`config.mk`:
```
export PLATFORM = sky130hd
export DESIGN_NAME = afp_port
export DESIGN_NICKNAME = d
export VERILOG_FILES = /design/src/rtl/afp_pkg.sv /design/src/rtl/afp_sync.sv /design/src/rtl/afp_port.sv
export SDC_FILE = /design/constraint.sdc
export NUM_CORES = 1
export LEC_CHECK = 0
export ABC_AREA = 0
export BUFFER_PORTS_ARGS = -buffer_cell sky130_fd_sc_hd__buf_4
export CORE_UTILIZATION = 28
export DETAILED_ROUTE_END_ITERATION = 10
export HOLD_SLACK_MARGIN = 0.1
export MAX_ROUTING_LAYER = met4
export PLACE_DENSITY = 0.55
export SKIP_CTS_REPAIR_TIMING = 1
export SYNTH_ARGS = -nofsm -noshare
export SYNTH_HDL_FRONTEND = slang
export SYNTH_SLANG_ARGS = --single-unit
```
`constraint.sdc`:
```
create_clock -name clk -period 2.3 [get_ports clk]
set_input_delay 0.23 -clock clk [delete_from_list [all_inputs] [get_ports clk]]
set_output_delay 0.23 -clock clk [all_outputs]
set_load 0.02 [all_outputs]
```
`src/rtl/afp_pkg.sv`:
```
// Package of constants and types shared by the parallel host port files.
package afp_pkg;
  localparam int          AFP_DATA_W     = 8;
  localparam int          AFP_SYNC_DEPTH = 2;
  localparam logic [7:0]  AFP_DATA_RST   = 8'h00;
  localparam logic        AFP_STB_IDLE   = 1'b1;
  localparam int          AFP_PULSE_CYC  = 1;

  // Operating mode of the eight data lines.
  typedef enum logic [1:0] {
    AFP_MODE_IDLE,
    AFP_MODE_FIFO,
    AFP_MODE_BITBANG
  } afp_mode_t;

  // Read-side sequence of the asynchronous FIFO interface.
  typedef enum logic [1:0] {
    AFP_RD_WAIT,
    AFP_RD_AVAIL,
    AFP_RD_DRIVE,
    AFP_RD_RECOVER
  } afp_rd_t;
endpackage

```
`src/rtl/afp_sync.sv`:
```
// Two-stage synchroniser for one asynchronous input level.
module afp_sync #(
  parameter logic RST_VAL = 1'b1
) (
  input  wire logic clk,
  input  wire logic sys_rst,
  input  wire logic async_in,
  output logic      sync_out
);
  logic meta;
  logic next_meta;
  logic next_sync_out;

  // The first stage is read only by the second stage.
  always_comb begin
    next_meta     = async_in;
    next_sync_out = meta;
  end

  // Registers both stages; reset loads the inactive level.
  always_ff @(posedge clk or posedge sys_rst) begin
    if (sys_rst) begin
      meta     <= RST_VAL;
      sync_out <= RST_VAL;
    end else begin
      meta     <= next_meta;
      sync_out <= next_sync_out;
    end
  end
endmodule

```
`src/rtl/afp_port.sv`:
```
// Parallel host port: asynchronous FIFO mode and bit-bang mode.
//
// Overview of operation
// - FIFO bytes move on strobe falling edges.
// - FIFO-mode data lines input except while read low.
// - Receive flag low only when byte readable.
// - Read rising edge raises flag; relower if more.
// - Transmit flag low when a byte can be accepted.
// - Read fall presents byte; rise fetches next.
// - Write falling edge captures data byte.
// - Flags undriven during reset, float high.
// - Wakeup strobe during suspend requests resume if remote wakeup enabled.
// - Send-now strobe raises send_now_req when not suspended.
// - Bit-bang makes lines an 8-bit bus.
// - Pulse update strobe on new output data.
// - Rising sample strobe after lines are read.
// - FIFO mode only when configuration selects it.
// - Bit-bang entered by host mode command.
module afp_port
  import afp_pkg::*;
#(
  parameter int DATA_W = AFP_DATA_W
) (
  input  wire logic              clk,
  input  wire logic              sys_rst,
  input  wire logic [DATA_W-1:0] parallel_data_lines_in,
  output logic      [DATA_W-1:0] parallel_data_lines_out,
  output logic      [DATA_W-1:0] parallel_data_lines_oe,
  input  wire logic              read_strobe_n,
  input  wire logic              write_strobe_n,
  input  wire logic              send_now_wakeup_n,
  output logic                   receive_available_n,
  output logic                   receive_available_oe,
  output logic                   transmit_space_n,
  output logic                   transmit_space_oe,
  output logic                   output_update_pulse_n,
  output logic                   input_sample_pulse_n,
  input  wire logic              cfg_async_fifo,
  input  wire logic              cmd_bitbang_valid,
  input  wire logic              cmd_bitbang_enable,
  input  wire logic [DATA_W-1:0] bb_dir_out,
  input  wire logic              rx_valid,
  input  wire logic [DATA_W-1:0] rx_data,
  output logic                   rx_pop,
  input  wire logic              tx_ready,
  output logic                   tx_push,
  output logic      [DATA_W-1:0] tx_data,
  input  wire logic              bb_out_valid,
  input  wire logic [DATA_W-1:0] bb_out_data,
  output logic                   bb_in_valid,
  output logic      [DATA_W-1:0] bb_in_data,
  input  wire logic              bb_sample_req,
  input  wire logic              usb_suspended,
  input  wire logic              remote_wakeup_en,
  output logic                   resume_req,
  output logic                   send_now_req
);

  //////////////////////////////////////////////////////////////////////////
  // Pin synchronisers.
  logic              rd_s;
  logic              wr_s;
  logic              send_now_wakeup_n_s;
  logic [DATA_W-1:0] din_s;

  afp_sync #(.RST_VAL(1'b1)) u_sync_rd (
    .clk      (clk),
    .sys_rst  (sys_rst),
    .async_in (read_strobe_n),
    .sync_out (rd_s)
  );
  afp_sync #(.RST_VAL(1'b1)) u_sync_wr (
    .clk      (clk),
    .sys_rst  (sys_rst),
    .async_in (write_strobe_n),
    .sync_out (wr_s)
  );
  afp_sync #(.RST_VAL(1'b1)) u_sync_send_now_wakeup_n (
    .clk      (clk),
    .sys_rst  (sys_rst),
    .async_in (send_now_wakeup_n),
    .sync_out (send_now_wakeup_n_s)
  );

  // Data lines are synchronised bit by bit; the sender holds them stable.
  for (genvar i = 0; i < DATA_W; i++) begin : g_din
    afp_sync #(.RST_VAL(1'b0)) u_sync_d (
      .clk      (clk),
      .sys_rst  (sys_rst),
      .async_in (parallel_data_lines_in[i]),
      .sync_out (din_s[i])
    );
  end

  //////////////////////////////////////////////////////////////////////////
  // State.
  afp_mode_t         mode, next_mode;
  afp_rd_t           rd_st, next_rd_st;
  logic              rd_q, next_rd_q;
  logic              wr_q, next_wr_q;
  logic              send_now_wakeup_n_q, next_send_now_wakeup_n_q;
  logic [DATA_W-1:0] dout, next_dout;
  logic [DATA_W-1:0] doe, next_doe;
  logic              rxf_n, next_rxf_n;
  logic              txe_n, next_txe_n;
  logic              upd_n, next_upd_n;
  logic              smp_n, next_smp_n;
  logic              pop, next_pop;
  logic              push, next_push;
  logic [DATA_W-1:0] txd, next_txd;
  logic              bbv, next_bbv;
  logic [DATA_W-1:0] bbd, next_bbd;
  logic              resume, next_resume;
  logic              sendnow, next_sendnow;
  logic              smp_pend, next_smp_pend;

  logic rd_fall;
  logic rd_rise;
  logic wr_fall;
  logic send_now_wakeup_n_fall;

  assign rd_fall   = rd_q & ~rd_s;
  assign rd_rise   = ~rd_q & rd_s;
  assign wr_fall   = wr_q & ~wr_s;
  assign send_now_wakeup_n_fall = send_now_wakeup_n_q & ~send_now_wakeup_n_s;

  //////////////////////////////////////////////////////////////////////////
  // Next-state logic for mode, FIFO handshakes, bit-bang and wakeup.
  always_comb begin
    next_mode     = mode;
    next_rd_st    = rd_st;
    next_rd_q     = rd_s;
    next_wr_q     = wr_s;
    next_send_now_wakeup_n_q   = send_now_wakeup_n_s;
    next_dout     = dout;
    next_doe      = '0;
    next_rxf_n    = 1'b1;
    next_txe_n    = 1'b1;
    next_upd_n    = AFP_STB_IDLE;
    next_smp_n    = smp_n;
    next_pop      = 1'b0;
    next_push     = 1'b0;
    next_txd      = txd;
    next_bbv      = 1'b0;
    next_bbd      = bbd;
    next_resume   = 1'b0;
    next_sendnow  = 1'b0;
    next_smp_pend = smp_pend;

    // A host command has priority; otherwise the configuration decides, except that bit-bang holds.
    if (cmd_bitbang_valid) begin
      next_mode = cmd_bitbang_enable ? AFP_MODE_BITBANG
                : (cfg_async_fifo ? AFP_MODE_FIFO : AFP_MODE_IDLE);
    end else if (mode == AFP_MODE_IDLE && cfg_async_fifo) begin
      next_mode = AFP_MODE_FIFO;
    end else if (mode == AFP_MODE_FIFO && !cfg_async_fifo) begin
      next_mode = AFP_MODE_IDLE;
    end

    unique case (mode)
      AFP_MODE_FIFO: begin
        // Read side: flag high after each read, low again only with data.
        unique case (rd_st)
          AFP_RD_WAIT: begin
            if (rx_valid && rd_s) begin
              next_rd_st = AFP_RD_AVAIL;
              next_rxf_n = 1'b0;
            end
          end
          AFP_RD_AVAIL: begin
            next_rxf_n = 1'b0;
            if (rd_fall) begin
              next_rd_st = AFP_RD_DRIVE;
              next_dout  = rx_data;
              next_doe   = '1;
            end
          end
          AFP_RD_DRIVE: begin
            next_rxf_n = 1'b0;
            next_doe   = '1;
            if (rd_rise) begin
              next_rd_st = AFP_RD_RECOVER;
              next_rxf_n = 1'b1;
              next_doe   = '0;
              next_pop   = 1'b1;
            end
          end
          AFP_RD_RECOVER: begin
            // One cycle for the popped byte to leave the buffer.
            next_rd_st = AFP_RD_WAIT;
          end
        endcase
        // Write side: space flag follows the transmit buffer.
        next_txe_n = ~tx_ready;
        if (wr_fall && !txe_n) begin
          next_push = 1'b1;
          next_txd  = din_s;
        end
        if (send_now_wakeup_n_fall) begin
          next_resume  = usb_suspended & remote_wakeup_en;
          next_sendnow = ~usb_suspended;
        end
      end
      AFP_MODE_BITBANG: begin
        next_rd_st = AFP_RD_WAIT;
        next_doe   = bb_dir_out;
        // Update pulse lasts one cycle and is never back to back.
        if (bb_out_valid && upd_n) begin
          next_dout  = bb_out_data;
          next_upd_n = 1'b0;
        end
        // Sample strobe: low one cycle, then rise as the value leaves.
        if (!smp_n) begin
          next_smp_n = 1'b1;
          next_bbv   = 1'b1;
          next_bbd   = din_s;
        end else if (bb_sample_req || smp_pend) begin
          next_smp_n    = 1'b0;
          next_smp_pend = 1'b0;
        end
        if (bb_sample_req && !smp_n) begin
          next_smp_pend = 1'b1;
        end
        if (send_now_wakeup_n_fall) begin
          next_resume  = usb_suspended & remote_wakeup_en;
          next_sendnow = ~usb_suspended;
        end
      end
      default: begin
        next_rd_st = AFP_RD_WAIT;
      end
    endcase
    if (mode != AFP_MODE_BITBANG) begin
      next_smp_n    = AFP_STB_IDLE;
      next_smp_pend = 1'b0;
    end
  end

  // Registers; reset gives idle lines and released flags.
  always_ff @(posedge clk or posedge sys_rst) begin
    if (sys_rst) begin
      mode     <= AFP_MODE_IDLE;
      rd_st    <= AFP_RD_WAIT;
      rd_q     <= 1'b1;
      wr_q     <= 1'b1;
      send_now_wakeup_n_q   <= 1'b1;
      dout     <= AFP_DATA_RST;
      doe      <= '0;
      rxf_n    <= 1'b1;
      txe_n    <= 1'b1;
      upd_n    <= AFP_STB_IDLE;
      smp_n    <= AFP_STB_IDLE;
      pop      <= 1'b0;
      push     <= 1'b0;
      txd      <= AFP_DATA_RST;
      bbv      <= 1'b0;
      bbd      <= AFP_DATA_RST;
      resume   <= 1'b0;
      sendnow  <= 1'b0;
      smp_pend <= 1'b0;
    end else begin
      mode     <= next_mode;
      rd_st    <= next_rd_st;
      rd_q     <= next_rd_q;
      wr_q     <= next_wr_q;
      send_now_wakeup_n_q   <= next_send_now_wakeup_n_q;
      dout     <= next_dout;
      doe      <= next_doe;
      rxf_n    <= next_rxf_n;
      txe_n    <= next_txe_n;
      upd_n    <= next_upd_n;
      smp_n    <= next_smp_n;
      pop      <= next_pop;
      push     <= next_push;
      txd      <= next_txd;
      bbv      <= next_bbv;
      bbd      <= next_bbd;
      resume   <= next_resume;
      sendnow  <= next_sendnow;
      smp_pend <= next_smp_pend;
    end
  end

  // Flag enables are a reset-released flop so pins float during reset.
  logic flag_oe, next_flag_oe;
  always_comb begin
    next_flag_oe = (mode == AFP_MODE_FIFO);
  end
  always_ff @(posedge clk or posedge sys_rst) begin
    if (sys_rst) begin
      flag_oe <= 1'b0;
    end else begin
      flag_oe <= next_flag_oe;
    end
  end

  //////////////////////////////////////////////////////////////////////////
  // Outputs, all straight from flip-flops.
  assign parallel_data_lines_out = dout;
  assign parallel_data_lines_oe  = doe;
  assign receive_available_n     = rxf_n;
  assign receive_available_oe    = flag_oe;
  assign transmit_space_n        = txe_n;
  assign transmit_space_oe       = flag_oe;
  assign output_update_pulse_n   = upd_n;
  assign input_sample_pulse_n    = smp_n;
  assign rx_pop                  = pop;
  assign tx_push                 = push;
  assign tx_data                 = txd;
  assign bb_in_valid             = bbv;
  assign bb_in_data              = bbd;
  assign resume_req              = resume;
  assign send_now_req            = sendnow;
endmodule

```
# Word level (Yosys, flattened, before mapping)
# Index checks and enable logic that the tools add are counted.
# word_totals
in_bits,46
word_cells,133
regBits,72
out_inout_bits,43
# classes
n_mux,44
bitwise,12
n_reduce_logical,23
eq_ne,12
# ops
op,count
$pmux 8 s2,3
$mux 8,5
$mux 1,26
$mux 2,8
$ne 3x3->1 const B,3
$reduce_bool 3->1,3
$pmux 2 s4,1
$not 1->1,7
$eq 2x2->1 const B,3
$logic_and 1x1->1,6
$ne 2x2->1 const B,3
$reduce_and 3->1,2
$and 1x1->1,5
$eq 2x1->1 const B,2
$logic_not 2->1,2
$reduce_and 2->1,2
$reduce_and 4->1,1
$reduce_bool 2->1,2
$logic_not 1->1,3
$pmux 1 s3,1
$ne 2x1->1 const B,1
$reduce_or 2->1,1
$logic_or 1x1->1,1

# Logic depth before layout (Yosys ltp)
# logic_depth
depth_word,6
mapped_depth,6
ltp_nobuf,5

# Hierarchy
# Synthesis repeated with hierarchy kept, for this count alone.
# hier_totals
cells_unflattened,200
area_unflattened_um2,2812.7
# modules_own_cells
module,n_inst,area_per_inst_um2,cells_each
afp_port,1,2213.4,167
afp_sync (g_din[0].u_sync_d ...),8,53.8,3
afp_sync (u_sync_rd ...),3,56.3,3

# Worst setup path after synthesis
# OpenSTA, ideal clock, no wires.
# synth_path
path_type,flip-flop to flip-flop
start,register rd_st[0]
end,register rd_st[0]
path_stages_with_launch,6
arrival_ps,1677
t_required_ps,2220
path_slack_ps,543
n_path_buf,0
synth_period_minus_slack_ps,1757
path_cell_list,dfrtp_1 -> inv_1 -> ha_1 -> or4b_4 -> mux2_4 -> o211ai_2
# synth_between
elab_chain_cells,3
elab_cells_between_ends,10
# synth_lines
item,line_no,text
"start, declared",afp_port.sv:98,"afp_rd_t rd_st, next_rd_st;"
"start signal, assigned",afp_port.sv:263,rd_st <= next_rd_st;
"$eq 2x2->1, or another cell as far along",afp_port.sv:163,unique case (rd_st)
$pmux 2 s4 or $ne 3x3->1 (tied branches),--,
$mux 2 or $reduce_and 3->1 (tied branches),--,
# Parallel ways exist; a longest one is shown, timed or not.
# A chain may end at the register's enable or synchronous reset.

# Worst setup path in the final report
# Same ends and word-level chain as after synthesis.

==> impl_metrics.csv <==
group,metric,value,unit
clock_tree,cts_buffers,9,
yosys,syn_inst,189,
yosys,syn_area,2800,um^2
worst_setup_path,cp-startpoint,"rd_st[0]",
finish,drive_above_1_share,0.542,
detailed_routing,vias,1830,
floorplanning,dieArea,10400,um^2
sta,setup_viol_count_final,0,
sta,period_share,0.842,
worst_hold_path,holdPathEnd,"mode[1]",
finish,final_cell_mix,"buf_4, dfrtp_1, mux2_2",
yosys,synth.distinct_cells,36,
run_status,status,"finished, final reports clean",
sta,tightest_slew,0.657,ns
worst_hold_path,min-delay-start,"cmd_bitbang_valid",
floorplanning,start_util,0.288,
detailed_routing,via_per_inst,4.15,
detailed_routing,drt-pass1-iter-count,4,
yosys,async_flop_share,1.00,
global_route,antenna_found_initial,0,
sta,rsz0062_at_grt,"false",
pwr,power_density,882,nW/um^2
finish,n_fill_cell,933,
floorplanning,ioPinCount,89,
detailed_routing,routed_wl,5660,um
yosys,synth_edf_count,0,
floorplanning,rows,36,
detailed_routing,wire_per_inst,12.8,um
floorplanning,die_h,102,um
global_route,grt_pass1_wl,9120,um
detailed_routing,drc_errors,0,
finish,final_core_util,0.415,
worst_hold_path,min_path_cells,2,
yosys,ys_ff_latch,72,
clock_tree,path_clk_slew,0.08,ns
pwr,peakVddDrop,0.429,mV
clock_tree,cts_max_level,3,
pwr,total_power,0.00356,W
finish,num_antenna_cells,0,
yosys,synth_top_cells_by_area,"dfrtp_1, mux2_2, dfstp_2",
placed_design,placedCellCount,409,
sta,setup_tns,0,ns
sta,slew_violations,0,
worst_setup_path,rrSetupSlack,0.36,ns
detailed_routing,antenna_left,0,
global_route,overflow,0,
worst_setup_path,ff2ff_path_depth,5,
worst_setup_path,start_kind,"flip-flop",
sta,slew_headroom,0.562,
global_route,grt_pass1_vias,1836,
yosys,syn-num-nets,244,
finish,final_common_cell,"buf_4",
sta,hold_viol_final,0,
sta,fmax,517,MHz
worst_setup_path,end_kind,"flip-flop",
clock_tree,max-clock-path-buffers,2,
placed_design,gp_congestion,0.785,
worst_setup_path,r2r-end,"rd_st[0]",
clock_tree,cts_tree,"done",
flow_run,cap_violations,0,
global_route,grt_max_degree,38,
finish,final_cells,441,
finish,nets,358,
yosys,yosys_warnings,0,
pwr,leakage,1.90,nW
yosys,ys_seq_area_frac,0.650,
clock_tree,clock_sinks,72,
yosys,yosys.area.top_type,"dfrtp_1",
floorplanning,core,9730,um^2
placed_design,dp_hpwl,3920,um
worst_setup_path,arrival,2.20,ns
placed_design,port_buffers,88,
worst_setup_path,crit_fanout,8,
worst_setup_path,critPathKind,"reg2reg",
worst_setup_path,worstPathRequired,2.57,ns
finish,area_growth,44.2,%
sta,clock_skew,0.00651,ns
clock_tree,clockRootBuffer,"clkbuf_8",
global_route,gr-usage-all-layers,0.120,
worst_hold_path,hold_path_class,"in2reg",
yosys,synth_ff_type,"dfrtp_1",
yosys,synth_top_area_share,0.528,
sta,period_needed,1.94,ns
yosys,syn_avg_cell_area,14.8,um^2
detailed_routing,drt_iter0_drc,30,
clock_tree,clock_latency,0.34,ns
floorplanning,die_w,102,um
worst_setup_path,timing.rr.start,"rd_st[0]",
[synth_stat cells (2+ instances only)]
| cell type | count |
|---|---|
| ha_1 | 9 |
| mux2_2 | 32 |
| nor2b_1 | 2 |
| dfrtp_1 | 59 |
| inv_1 | 7 |
| a21boi_0 | 2 |
| clkbuf_1 | 3 |
| o21ai_0 | 5 |
| o311ai_0 | 2 |
| o2111ai_1 | 2 |
| buf_2 | 3 |
| a21oi_1 | 9 |
| nand3_1 | 3 |
| nor4b_1 | 2 |
| and2_1 | 2 |
| nand3b_1 | 2 |
| nand2_1 | 14 |
| dfstp_2 | 13 |
[power breakdown]
part	switching (W)	internal, W	total, W
clock	0.000477	0.000612	0.00109
combinational	0.000448	0.000451	0.000899
sequential	0.000103	0.00147	0.00157
[flip-flops by register name (all words and copies together) (netlist names), 2 cells and up]
name and flops:
parallel_data_lines_oe 8, g_din.u_sync_d.sync_out 8, parallel_data_lines_out 8, mode 2, g_din.u_sync_d.meta 8, tx_data 8
rd_st 2, bb_in_data 8
[metrics by stage]
stage          hold slack [ns]  instance area (um^2)  setup WS, ns
6_report                 0.105                  4040         0.364
5_1_grt                  0.104                  4040         0.251
4_1_cts                -0.0337                  3870         0.382
3_5_place_dp             0.337                  3660         0.385
3_3_place_gp             0.334                  3660         0.452
2_1_floorplan            0.234                  2800         0.267
[layout make-up]
cell class | instances | area [um^2] | area share
Multi-Input combinational cell | 103 | 926 | 0.229
Clock inverter | 7 | 95.1 | 0.0236
Timing Repair Buffer | 110 | 878 | 0.218
Tap cell | 133 | 166 | 0.0412
Inverter | 7 | 27.5 | 0.00682
Clock buffer | 9 | 124 | 0.0307
Sequential cell | 72 | 1820 | 0.451
[layer usage]
metal,part of all wire,GRT usage,vias up
li1,-,-,889
met1,0.46,0.149,871
met2,0.48,0.182,68
met3,0.058,0.0369,2
met4,0.0026,0.0484,0
met5,0,-,-
[cell families (layout without fill, tap and decap cells)]
group                      Yosys count  after routing  synth area share
DFF                                 72             72             0.650
and+or+nand+nor                     35             35            0.0792
muxes                               33             33             0.134
AOI/OAI and AO/OA                   26             26            0.0751
buffers and inverters               14            133            0.0215
adders and majority gates            9              9            0.0403
[worst max-delay path by stage]
stage / end / slack, ns / cells past startpoint
floorplan: bb_in_data[0] / 0.27 / 1
global placement: rd_st[0] / 0.45 / 5
detailed placement: parallel_data_lines_out[2] / 0.39 / 5
CTS: rd_st[0] / 0.38 / 5
global route: parallel_data_lines_out[5] / 0.25 / 5
finish: rd_st[0] / 0.36 / 5
[critical path, cell delays in order (launching register included)]
cell and delay (ns):
dfrtp_1 0.47, inv_1 0.12, ha_1 0.29, or4b_4 0.60, mux2_4 0.32, o211ai_2 0.07
Power figures use the tool's default switching activity.
